## src/include/prsc_map.svh

```systemverilog
// constants for the pad reset state control block
// What this block does
// - reset forces fixed pad states, ignores software
// - power-on phase: every pad fully tristate
// - after power-on: tristate except listed pads
// - flash boot strap pulled down; sampled
// - alternate boot strap pulled up after power-on
// - reset pad low, pull-up after second phase
// - test clock/mode/data-in pulled up; data-out tristate
// - analog converter pads never drive
// - oscillator pads stay tristate during reset
`ifndef PRSC_MAP_SVH
`define PRSC_MAP_SVH

`define PRSC_NUM_PADS        32
`define PRSC_IDX_FLASH_BOOT  9
`define PRSC_IDX_ALT_BOOT    8
`define PRSC_IDX_RESET_PAD   16
`define PRSC_IDX_OSC_IN      17
`define PRSC_IDX_OSC_OUT     18
`define PRSC_IDX_TCK         19
`define PRSC_IDX_TMS         20
`define PRSC_IDX_TDI         21
`define PRSC_IDX_TDO         22
`define PRSC_ANALOG_MASK     32'h0000_00F0

`define PRSC_MODE_Z          3'h0
`define PRSC_MODE_PD         3'h1
`define PRSC_MODE_PU         3'h2
`define PRSC_MODE_DRV0       3'h3
`define PRSC_MODE_SW         3'h4

`define PRSC_PH_POR          2'h0
`define PRSC_PH_EARLY        2'h1
`define PRSC_PH_LATE         2'h3
`define PRSC_PH_RUN          2'h2

`endif

```

## src/include/prsc_pkg.sv

```systemverilog
// types shared by the pad reset state control block
`include "prsc_map.svh"
package prsc_pkg;
  typedef enum logic [1:0] {
    PRSC_POR   = `PRSC_PH_POR,
    PRSC_EARLY = `PRSC_PH_EARLY,
    PRSC_LATE  = `PRSC_PH_LATE,
    PRSC_RUN   = `PRSC_PH_RUN
  } prsc_phase_type;

  typedef enum logic [2:0] {
    PRSC_M_Z    = `PRSC_MODE_Z,
    PRSC_M_PD   = `PRSC_MODE_PD,
    PRSC_M_PU   = `PRSC_MODE_PU,
    PRSC_M_DRV0 = `PRSC_MODE_DRV0,
    PRSC_M_SW   = `PRSC_MODE_SW
  } prsc_mode_type;
endpackage

```

## src/core/prsc_pad_cell.sv

```systemverilog
// one pad: turns a forced mode or the software setting into driver and pull controls
`timescale 1ns/100ps
module prsc_pad_cell
  import prsc_pkg::*;
(
  input  prsc_mode_type mode,
  input  wire logic     analog,
  input  wire logic     sw_oe,
  input  wire logic     sw_out,
  input  wire logic     sw_pull_up,
  input  wire logic     sw_pull_down,
  output logic          oe,
  output logic          out,
  output logic          pull_up,
  output logic          pull_down
);
  always_comb begin
    oe        = 1'b0;
    out       = 1'b0;
    pull_up   = 1'b0;
    pull_down = 1'b0;
    case (mode)
      PRSC_M_Z: begin
        oe = 1'b0;
      end
      PRSC_M_PD: begin
        pull_down = 1'b1;
      end
      PRSC_M_PU: begin
        pull_up = 1'b1;
      end
      PRSC_M_DRV0: begin
        oe  = 1'b1;
        out = 1'b0;
      end
      PRSC_M_SW: begin
        oe        = sw_oe & ~analog;
        out       = sw_out;
        // both pulls at once would fight; pull-up wins
        pull_up   = sw_pull_up;
        pull_down = sw_pull_down & ~sw_pull_up;
      end
      default: begin
        oe = 1'b0;
      end
    endcase
    if (analog) begin
      oe = 1'b0;
    end
  end
endmodule

```

## src/core/prsc_top.sv

```systemverilog
// pad state sequencing through the reset phases, with boot strap capture
`timescale 1ns/100ps
`include "prsc_map.svh"
module prsc_top
  import prsc_pkg::*;
#(
  parameter int                    NUM_PADS       = `PRSC_NUM_PADS,
  parameter int                    IDX_FLASH_BOOT = `PRSC_IDX_FLASH_BOOT,
  parameter int                    IDX_ALT_BOOT   = `PRSC_IDX_ALT_BOOT,
  parameter int                    IDX_RESET_PAD  = `PRSC_IDX_RESET_PAD,
  parameter int                    IDX_OSC_IN     = `PRSC_IDX_OSC_IN,
  parameter int                    IDX_OSC_OUT    = `PRSC_IDX_OSC_OUT,
  parameter int                    IDX_TCK        = `PRSC_IDX_TCK,
  parameter int                    IDX_TMS        = `PRSC_IDX_TMS,
  parameter int                    IDX_TDI        = `PRSC_IDX_TDI,
  parameter int                    IDX_TDO        = `PRSC_IDX_TDO,
  parameter logic [NUM_PADS-1:0]   ANALOG_MASK    = NUM_PADS'(`PRSC_ANALOG_MASK)
)
(
  input  wire logic                clk,
  input  wire logic                resetn,
  input  wire logic                power_on_phase,
  input  wire logic                reset_active,
  input  wire logic                second_reset_phase_done,
  input  wire logic [NUM_PADS-1:0] pad_in,
  input  wire logic [NUM_PADS-1:0] sw_oe,
  input  wire logic [NUM_PADS-1:0] sw_out,
  input  wire logic [NUM_PADS-1:0] sw_pull_up,
  input  wire logic [NUM_PADS-1:0] sw_pull_down,
  output logic [NUM_PADS-1:0]      pad_oe,
  output logic [NUM_PADS-1:0]      pad_out,
  output logic [NUM_PADS-1:0]      pad_pull_up,
  output logic [NUM_PADS-1:0]      pad_pull_down,
  output logic                     boot_from_flash,
  output logic                     alternate_boot_select,
  output logic                     sw_control_active
);

  // an index outside the vector, or one pad given two roles, would
  // silently lose a forced reset state, so such parameters are refused
  if (NUM_PADS < 1) begin : g_chk_num_pads
    $error("prsc_top: the pad vector must hold at least one pad");
  end
  if (IDX_FLASH_BOOT < 0 || IDX_FLASH_BOOT >= NUM_PADS) begin : g_chk_flash_boot
    $error("prsc_top: flash boot strap index outside the pad vector");
  end
  if (IDX_ALT_BOOT < 0 || IDX_ALT_BOOT >= NUM_PADS) begin : g_chk_alt_boot
    $error("prsc_top: alternate boot strap index outside the pad vector");
  end
  if (IDX_RESET_PAD < 0 || IDX_RESET_PAD >= NUM_PADS) begin : g_chk_reset_pad
    $error("prsc_top: reset pad index outside the pad vector");
  end
  if (IDX_OSC_IN < 0 || IDX_OSC_IN >= NUM_PADS) begin : g_chk_osc_in
    $error("prsc_top: oscillator input index outside the pad vector");
  end
  if (IDX_OSC_OUT < 0 || IDX_OSC_OUT >= NUM_PADS) begin : g_chk_osc_out
    $error("prsc_top: oscillator output index outside the pad vector");
  end
  if (IDX_TCK < 0 || IDX_TCK >= NUM_PADS) begin : g_chk_tck
    $error("prsc_top: test clock index outside the pad vector");
  end
  if (IDX_TMS < 0 || IDX_TMS >= NUM_PADS) begin : g_chk_tms
    $error("prsc_top: test mode index outside the pad vector");
  end
  if (IDX_TDI < 0 || IDX_TDI >= NUM_PADS) begin : g_chk_tdi
    $error("prsc_top: test data in index outside the pad vector");
  end
  if (IDX_TDO < 0 || IDX_TDO >= NUM_PADS) begin : g_chk_tdo
    $error("prsc_top: test data out index outside the pad vector");
  end

  // the mode decode takes the first role that matches, so roles must not share a pad
  localparam int NUM_ROLES = 9;
  localparam int ROLE_IDX [NUM_ROLES] = '{
    IDX_FLASH_BOOT,
    IDX_ALT_BOOT,
    IDX_RESET_PAD,
    IDX_OSC_IN,
    IDX_OSC_OUT,
    IDX_TCK,
    IDX_TMS,
    IDX_TDI,
    IDX_TDO
  };
  for (genvar a = 0; a < NUM_ROLES; a++) begin : g_chk_role
    for (genvar b = a + 1; b < NUM_ROLES; b++) begin : g_chk_pair
      if (ROLE_IDX[a] == ROLE_IDX[b]) begin : g_dup
        $error("prsc_top: two pad roles share one pad index");
      end
    end
  end

  // the reset pad must drive low, which an analog pad never can
  if (IDX_RESET_PAD < NUM_PADS && ANALOG_MASK[IDX_RESET_PAD]) begin : g_chk_reset_analog
    $error("prsc_top: the reset pad is marked analog");
  end

  typedef struct packed {
    prsc_phase_type      phase;
    logic [NUM_PADS-1:0] oe;
    logic [NUM_PADS-1:0] out;
    logic [NUM_PADS-1:0] pull_up;
    logic [NUM_PADS-1:0] pull_down;
    logic                boot_from_flash;
    logic                alternate_boot_select;
    logic                sw_control_active;
  } prsc_state_type;

  prsc_state_type      cur;
  prsc_state_type      next_cur;
  prsc_phase_type      next_phase;
  prsc_mode_type       mode     [NUM_PADS];
  logic [NUM_PADS-1:0] cell_oe;
  logic [NUM_PADS-1:0] cell_out;
  logic [NUM_PADS-1:0] cell_pu;
  logic [NUM_PADS-1:0] cell_pd;

  // phase follows the reset generator; power-on overrides everything
  always_comb begin
    next_phase = cur.phase;
    case (cur.phase)
      PRSC_POR, PRSC_EARLY, PRSC_LATE, PRSC_RUN: begin
        if (power_on_phase) begin
          next_phase = PRSC_POR;
        end else if (!reset_active) begin
          next_phase = PRSC_RUN;
        end else if (second_reset_phase_done) begin
          next_phase = PRSC_LATE;
        end else if (cur.phase == PRSC_LATE) begin
          // a later reset that skips power-on restarts the early phase
          next_phase = PRSC_EARLY;
        end else begin
          next_phase = PRSC_EARLY;
        end
      end
      default: begin
        next_phase = PRSC_POR;
      end
    endcase
  end

  // forced mode per pad for the phase being entered
  always_comb begin
    for (int i = 0; i < NUM_PADS; i++) begin
      mode[i] = PRSC_M_Z;
      case (next_phase)
        PRSC_POR: begin
          mode[i] = PRSC_M_Z;
        end
        PRSC_EARLY, PRSC_LATE: begin
          if (i == IDX_FLASH_BOOT) begin
            mode[i] = PRSC_M_PD;
          end else if (i == IDX_ALT_BOOT) begin
            mode[i] = PRSC_M_PU;
          end else if (i == IDX_RESET_PAD) begin
            mode[i] = (next_phase == PRSC_LATE) ? PRSC_M_PU : PRSC_M_DRV0;
          end else if (i == IDX_TCK || i == IDX_TMS || i == IDX_TDI) begin
            mode[i] = PRSC_M_PU;
          end else if (i == IDX_TDO || i == IDX_OSC_IN || i == IDX_OSC_OUT) begin
            mode[i] = PRSC_M_Z;
          end else begin
            mode[i] = PRSC_M_Z;
          end
        end
        PRSC_RUN: begin
          mode[i] = PRSC_M_SW;
        end
        default: begin
          mode[i] = PRSC_M_Z;
        end
      endcase
    end
  end

  // software settings reach a pad only through the SW mode
  for (genvar g = 0; g < NUM_PADS; g++) begin : g_pad
    prsc_pad_cell u_cell (
      .mode         (mode[g]),
      .analog       (ANALOG_MASK[g]),
      .sw_oe        (sw_oe[g]),
      .sw_out       (sw_out[g]),
      .sw_pull_up   (sw_pull_up[g]),
      .sw_pull_down (sw_pull_down[g]),
      .oe           (cell_oe[g]),
      .out          (cell_out[g]),
      .pull_up      (cell_pu[g]),
      .pull_down    (cell_pd[g])
    );
  end

  always_comb begin
    next_cur           = cur;
    next_cur.phase     = next_phase;
    next_cur.oe        = cell_oe;
    next_cur.out       = cell_out;
    next_cur.pull_up   = cell_pu;
    next_cur.pull_down = cell_pd;
    next_cur.sw_control_active = (next_phase == PRSC_RUN);
    // straps sampled while still pulled, on the cycle reset is released
    if (cur.phase != PRSC_RUN && cur.phase != PRSC_POR && next_phase == PRSC_RUN) begin
      next_cur.boot_from_flash       = ~pad_in[IDX_FLASH_BOOT];
      next_cur.alternate_boot_select = pad_in[IDX_ALT_BOOT];
    end
  end

  always_ff @(posedge clk or negedge resetn) begin
    if (!resetn) begin
      cur <= '{phase: PRSC_POR, boot_from_flash: 1'b1, default: '0};
    end else begin
      cur <= next_cur;
    end
  end

  assign pad_oe                = cur.oe;
  assign pad_out               = cur.out;
  assign pad_pull_up           = cur.pull_up;
  assign pad_pull_down         = cur.pull_down;
  assign boot_from_flash       = cur.boot_from_flash;
  assign alternate_boot_select = cur.alternate_boot_select;
  assign sw_control_active     = cur.sw_control_active;

endmodule

```

## config.mk

```make
export PLATFORM = sky130hd
export DESIGN_NAME = prsc_top
export DESIGN_NICKNAME = d
export VERILOG_FILES = /design/src/include/prsc_pkg.sv /design/src/core/prsc_pad_cell.sv /design/src/core/prsc_top.sv
export VERILOG_INCLUDE_DIRS = /design/src /design/src/include
export SDC_FILE = /design/constraint.sdc
export NUM_CORES = 1
export LEC_CHECK = 0
export BUFFER_PORTS_ARGS = -buffer_cell sky130_fd_sc_hd__clkbuf_2
export CORE_AREA = 2 2 115 117
export CTS_CLUSTER_DIAMETER = 80
export DETAILED_ROUTE_END_ITERATION = 12
export DIE_AREA = 0 0 117 119
export PLACE_DENSITY_LB_ADDON = 0.08
export RECOVER_POWER = 100
export REMOVE_ABC_BUFFERS = 1
export SETUP_SLACK_MARGIN = 0.4
export SYNTH_ARGS = -nofsm -noshare
export SYNTH_HDL_FRONTEND = slang
export SYNTH_SLANG_ARGS = --single-unit
```

## constraint.sdc

```tcl
create_clock -name clk -period 3 [get_ports clk]
set_clock_uncertainty 0.1 [all_clocks]
set_input_delay 0.3 -clock clk [delete_from_list [all_inputs] [get_ports clk]]
set_output_delay 0.3 -clock clk [all_outputs]
set_load 0.01 [all_outputs]
```

---- Yosys cells after proc, flatten, opt, wreduce, memory -nomap -nowiden ----
Index checks and enable logic that the tools add are counted.
word-level totals
  register bits ........................... 129
  input port bits ......................... 165
  logic and storage cells ................. 237
cells by class
  eq/ne operators ......................... 23
  mux-type cells .......................... 133
  bitwise operators ....................... 65
  reduce and logical (&&, ||, !) cells .... 8
operators with widths
  cell                                                                   count
  1-bit case mux with 2 select lines                                     92
  1-bit 2-to-1 mux                                                       33
  1-bit NOT                                                              33
  1-bit AND                                                              32
  3-bit case mux with 3 select lines                                     3
  3-bit by 2-bit equality test with 1-bit output, second input constant  8
  3-bit by 1-bit equality test with 1-bit output, second input constant  4
  3-bit equality test, second input constant                             4
  2-bit equality test, second input constant                             4
  2-bit 2-to-1 mux                                                       4
  3-bit case mux with 2 select lines                                     1
  2-bit by 1-bit equality test with 1-bit output, second input constant  2
  2-bit logical NOT                                                      2
  4-bit OR reduction                                                     1
  3-bit OR reduction                                                     1
  1-bit logical AND                                                      2
  2-bit != test, second input constant                                   1
  2-bit nonzero test                                                     1
  2-bit OR reduction                                                     1

---- Longest topological paths before layout ----
  word-level depth ........................ 9
  gate-level depth with buffers ........... 6
  depth with buffers taken out ............ 3

---- Cells and area by module ----
A second synthesis with hierarchy kept.
second synthesis, totals
  cells, all modules ...................... 590
  area, all modules ....................... 6812.8 µm²
modules (own cells, without submodules)
  module         instances  cells each  area an instance (µm²)
  prsc_top       1          270         4330.4
  prsc_pad_cell  32         10          77.6

---- Worst setup path before layout ----
OpenSTA, ideal clock, no wires.
  path type ............................... input to register
  from .................................... input port reset_active
  to ...................................... register cur (netlist bit alternate_boot_select)
  library setup time ...................... 0.125 ns
  data arrival time ....................... 1.024 ns
  setup slack ............................. 1.751 ns
  stages on the path ...................... 3
  path through ............................ buf_2 > nor3b_2 > mux2_2
on the way
  word-level cells in the longest chain between the ends .. 5
RTL lines
  what                    line             text
  start: declaration      prsc_top.sv:23   input wire logic reset_active,
  2-bit 2-to-1 mux        prsc_top.sv:125  end else if (!reset_active) begin
  2-bit 2-to-1 mux        prsc_top.sv:123  if (power_on_phase) begin
  2-bit 2-to-1 mux        prsc_top.sv:121  case (cur.phase)
  2-bit equality test     prsc_top.sv:200  if (cur.phase != PRSC_RUN && cur.phase != PRSC_POR && next_phase == PRSC_RUN) begin
  1-bit logical AND       prsc_top.sv:200
  end signal: assignment  prsc_top.sv:210  cur <= next_cur;
  end: declaration        prsc_top.sv:109  prsc_state_type cur;
Every way passes these cells. The select of a mux whose other input is x is not followed.
A chain may end at the register's enable or synchronous reset.

---- Worst setup path in the final report ----
  from .................................... input port reset_active
  to ...................................... register cur (netlist bit pad_pull_down[1])
on the way
  word-level cells in the longest chain between the ends .. 8
  elaborated cells between the ends (all ways) .. 12
  classes of those cells .................. eq/ne: 5; mux: 5; reduce/logical: 2
RTL lines
  what                                                                                          line                 text
  2-bit 2-to-1 mux (*)                                                                          prsc_top.sv:125
  2-bit 2-to-1 mux (*)                                                                          prsc_top.sv:123
  2-bit 2-to-1 mux (*)                                                                          prsc_top.sv:121
  2-bit equality test, or another cell as far along                                             prsc_top.sv:146      case (next_phase)
  3-bit OR reduction (no source line)                                                           n/a
  3-bit case mux with 2 select lines (*)                                                        prsc_top.sv:146
  3-bit equality test / 3-bit by 1-bit equality test with 1-bit output (equally long branches)  prsc_pad_cell.sv:22  case (mode)
  1-bit case mux with 2 select lines (*)                                                        prsc_pad_cell.sv:22
  net g_pad[1].u_cell.pull_down                                                                 prsc_pad_cell.sv:15  output logic pull_down
The timed path passes the listed nets; every way through them passes the cells marked *. The select of a mux whose other input is x is not followed.

==> results <==
- For this run, the post-layout net count is a little over 800.
- The placer congestion estimate is slightly above 0.7.
- The internal portion of the total power is 0.00345 W.
- For this run, design rule violations remaining after detail routing come to 0.
- The cell chosen for the clock root is sky130_fd_sc_hd__clkbuf_16.
- The power share of the sequential group is 0.416.
- After synthesis, the mean cell area works out to 12.6 sq um.
- The switching part of the total power is 0.210.
- Setup repair after global routing left no endpoint under its margin.
- The count of final setup violators is 0.
- Data on the critical path is required at its endpoint by 3.11 ns.
- Synthesis instantiated 19 different standard cells from the library.
- The kind of capture point of the worst setup path is a flop.
- In the final layout, the multi-input gates occupy 891 sq um.
- After synthesis the netlist holds a flip-flop and latch count of 128.
- Of all nets on the critical path, the largest fanout is 31.
- The number of global-route vias before repair is around 3,600.
- The first-pass iteration count of the detailed router is 4.
- The total via count after detailed routing is 3,392.
- The wire length of the first global-routing pass is about 17,000 um.
- Synthesis produced 411 cells.
- The number of hold violations in the final report is 0.
- The TritonCTS clock tree is built.
- The global routing usage summed across all routing layers is 0.166.
- The run finished, with violations left.
- Max-cap violations in this run came to 1.
- The total overflow left after global routing is 0.
- For this run, the number of Yosys warnings is 0.
- Compared with the post-synthesis result, the final layout area differs by 36.4%.
- The initial antenna violation count is 0.
- In this design, the stage delay of the slowest critical-path cell is 1.12 ns.
- The die covers ~14,000 sq um.
- In the finished design, the share of the clock period the worst path needs comes to 0.693.
- Entering global routing, the biggest net connects 88 pins.
- The average wire per standard cell is 13.3 um.
- The worst setup path is of the in2reg kind.
- Along the worst hold path, the cell count comes to 2.
- The most common cell type on the critical path is sky130_fd_sc_hd__clkbuf_1.
- The setup total negative slack is 0 ns.
- The final standard cell utilization of the core is 0.547.
- Of the total power, the clock network draws 0.494.
- IR analysis of the VDD net gives a maximum drop of ~0.41 mV.
- The detail route stage leaves a number of antenna-violating nets equal to 0.
- For this run, the top clock speed supported by timing is 481 MHz.
- In this run the number of H-tree levels came out at 4.
- For this run, the register share of the synthesized area comes to 0.621.
- The number of clock sinks seen by CTS is 128.
- The sort of element at the start of the critical path is an input port.
- The storage element area is 3200 sq um.
- After clock tree synthesis, the clock-pin slew on the worst setup and hold paths is 0.05 ns.
- The total wire length is 11,100 um.
- The remaining max-slew budget at the tightest pin is -0.0126.
- The initial utilization of the core area, before any placement, comes to 0.401.
- The number of gates resized after cts is 0.
- The data arrival time of the worst path is ~2.2 ns.
- For this design the ratio of total power to cell area is 621 nW/um^2.
- The layout has 1,165 filler cells.
- After legalization and detailed placement, the total HPWL measured a little over 7000 um.
- The average via count per standard cell is approximately 4.1.
- The critical path goes through clkbuf_1, or2_0, clkbuf_1, nor3b_1.
- The static leakage is 3.43 nW.
- The logic depth of the worst register-to-register path is 2.
- The detailed router finished its first iteration with 133 violations.
- The summed instance area of the synthesized netlist is 5160 sq um.
- For this design the total switching power over the nets is a little over 0.0009 W.
- 296 I/O pins were placed.
- The final max-slew violation count is 32.
- The diode insertion count for antenna repair is 0.
- The area of the core region is 12,900 sq um.
- The number of buffers inserted by port buffering is 257.
- The worst-margin pin slew is between 1.5 and 2 ns.
- The post-route minimum period is between 2 and 2.5 ns.
- The worst hold-check path type is in2reg.
- The number of clock buffers added by TritonCTS is 17.
- The number of rows created at floorplan is 42.
- The fraction of power consumed by combinational cells is 0.090.
- The layout cell share with drive strength beyond 1 is 0.245.
- The final reports fail on capacitance limit, slew limit.
- The number of buffers on the longest clock path is 2.
- The height of the chip is 119 um.
- Among all stages on the critical path, the largest delay is contributed by sky130_fd_sc_hd__clkbuf_1.
- From left edge to right edge, the die measures 117 um.
- The clock reaches the later pin of the worst-skew pair after 0.40 ns.
## metal layers
metal  part of all wire  GRT usage  vias up
li1                   -          -     1599
met1               0.38      0.173     1603
met2               0.51      0.289      172
met3              0.093     0.0651       18
met4              0.018     0.0757        0
met5                  0          0        -
## Yosys cell counts
cell type	count	area (sq um)
sky130_fd_sc_hd__a211oi_1	1	7.51
sky130_fd_sc_hd__a21oi_1	1	5.00
sky130_fd_sc_hd__and2_1	86	538
sky130_fd_sc_hd__buf_2	7	35.0
sky130_fd_sc_hd__buf_4	128	961
sky130_fd_sc_hd__buf_6	4	45.0
sky130_fd_sc_hd__clkbuf_2	4	20.0
sky130_fd_sc_hd__clkinv_2	1	5.00
sky130_fd_sc_hd__conb_1	1	3.75
sky130_fd_sc_hd__dfrtp_1	127	3180
sky130_fd_sc_hd__dfstp_2	1	26.3
sky130_fd_sc_hd__inv_1	2	7.51
sky130_fd_sc_hd__mux2_2	1	11.3
sky130_fd_sc_hd__mux2i_1	2	20.0
sky130_fd_sc_hd__nand2b_1	1	6.26
sky130_fd_sc_hd__nor2_1	11	41.3
sky130_fd_sc_hd__nor3b_1	31	233
sky130_fd_sc_hd__nor3b_2	1	12.5
sky130_fd_sc_hd__or2_1	1	6.26
## cell usage in the layout, fill, tap and decap left out
cell type / Yosys / final
sky130_fd_sc_hd__a211oi_1: 1 / 1
sky130_fd_sc_hd__a21oi_1: 1 / 1
sky130_fd_sc_hd__and2_0: 0 / 29
sky130_fd_sc_hd__and2_1: 86 / 57
sky130_fd_sc_hd__buf_12: 0 / 1
sky130_fd_sc_hd__buf_4: 128 / 1
sky130_fd_sc_hd__bufinv_16: 0 / 4
sky130_fd_sc_hd__clkbuf_1: 0 / 134
sky130_fd_sc_hd__clkbuf_16: 0 / 17
sky130_fd_sc_hd__clkbuf_2: 4 / 125
sky130_fd_sc_hd__clkbuf_8: 0 / 3
sky130_fd_sc_hd__clkinv_2: 1 / 5
sky130_fd_sc_hd__clkinvlp_4: 0 / 2
sky130_fd_sc_hd__conb_1: 1 / 4
sky130_fd_sc_hd__dfrtp_1: 127 / 127
sky130_fd_sc_hd__dfstp_2: 1 / 1
sky130_fd_sc_hd__dlygate4sd3_1: 0 / 93
sky130_fd_sc_hd__inv_1: 2 / 2
sky130_fd_sc_hd__inv_2: 0 / 1
sky130_fd_sc_hd__mux2_2: 1 / 1
sky130_fd_sc_hd__mux2i_1: 2 / 2
sky130_fd_sc_hd__nand2b_1: 1 / 1
sky130_fd_sc_hd__nor2_1: 11 / 11
sky130_fd_sc_hd__nor3b_1: 31 / 32
sky130_fd_sc_hd__or2_0: 0 / 1
## final timing paths
kind / start / end / slack [ns]
worst max-delay path: reset_active / pad_pull_down[1]$_DFF_PN0_ / 0.92
worst min-delay path: sw_pull_down[18] / pad_pull_down[18]$_DFF_PN0_ / 0.03
worst max register to register: cur[131]$_DFF_PN0_ / alternate_boot_select$_DFFE_PN0P_ / 1.78
worst min register to register: boot_from_flash$_DFFE_PN1P_ / boot_from_flash$_DFFE_PN1P_ / 0.37
max in group asynchronous: resetn / pad_pull_up[6]$_DFF_PN0_ / 1.32
min in group asynchronous: resetn / pad_oe[11]$_DFF_PN0_ / 0.29
## through the flow
step,power [W],std cells,setup WS [ns],area [sq um],hold slack (ns)
floorplan,0.00195,271,0.905,4110,-0.0956
global placement,0.00217,707,0.832,5660,0.187
detailed placement,0.00217,707,0.803,5660,0.185
CTS,0.00446,832,1.25,7220,0.00142
global route,0.00457,832,0.701,7040,0.00110
finish,0.00437,832,0.920,7040,0.0261
## timing repair
item,4_1_cts,5_1_grt
endpoints found under the hold margin,138,0
hold buffers,93,0
buffers inserted,0,0
## cell families (layout without fill, tap and decap cells)
family          count (synthesis)  in the layout  share of synthesized area
mux                             3              3                    0.00606
compound gates                  2              2                    0.00242
other cells                     1              4                   0.000726
flops                         128            128                      0.621
buf+inv                       146            388                      0.208
simple gates                  131            131                      0.162
## critical path, delay by kind of cell
family	cells	cell delay, ns
AND/OR/NAND/NOR	2	0.40
buffers and inverters	2	1.48
## flip-flops by register name, indices dropped and copies added (netlist names)
| signal | flops |
|---|---|
| pad_oe | 28 |
| pad_pull_up | 32 |
| boot_from_flash | 1 |
| pad_out | 32 |
| pad_pull_down | 32 |
| alternate_boot_select | 1 |
| cur | 1 |
| sw_control_active | 1 |
## area by class of cell
type,instances,area share
Clock inverter,11,0.0227
Timing Repair Buffer,353,0.296
Inverter,3,0.00160
Clock buffer,21,0.0668
Sequential cell,128,0.455
Tap cell,176,0.0313
Multi-Input combinational cell,140,0.127
## power groups by stage
stage | Sequential, W | Clock (W) | Combinational, W
2_1_floorplan | 0.00188 | 0 | 0.0000668
3_3_place_gp | 0.00185 | 0 | 0.000320
3_5_place_dp | 0.00185 | 0 | 0.000322
4_1_cts | 0.00182 | 0.00222 | 0.000421
5_1_grt | 0.00182 | 0.00231 | 0.000437
6_report | 0.00182 | 0.00216 | 0.000393
(Power assumes the default switching activity.)
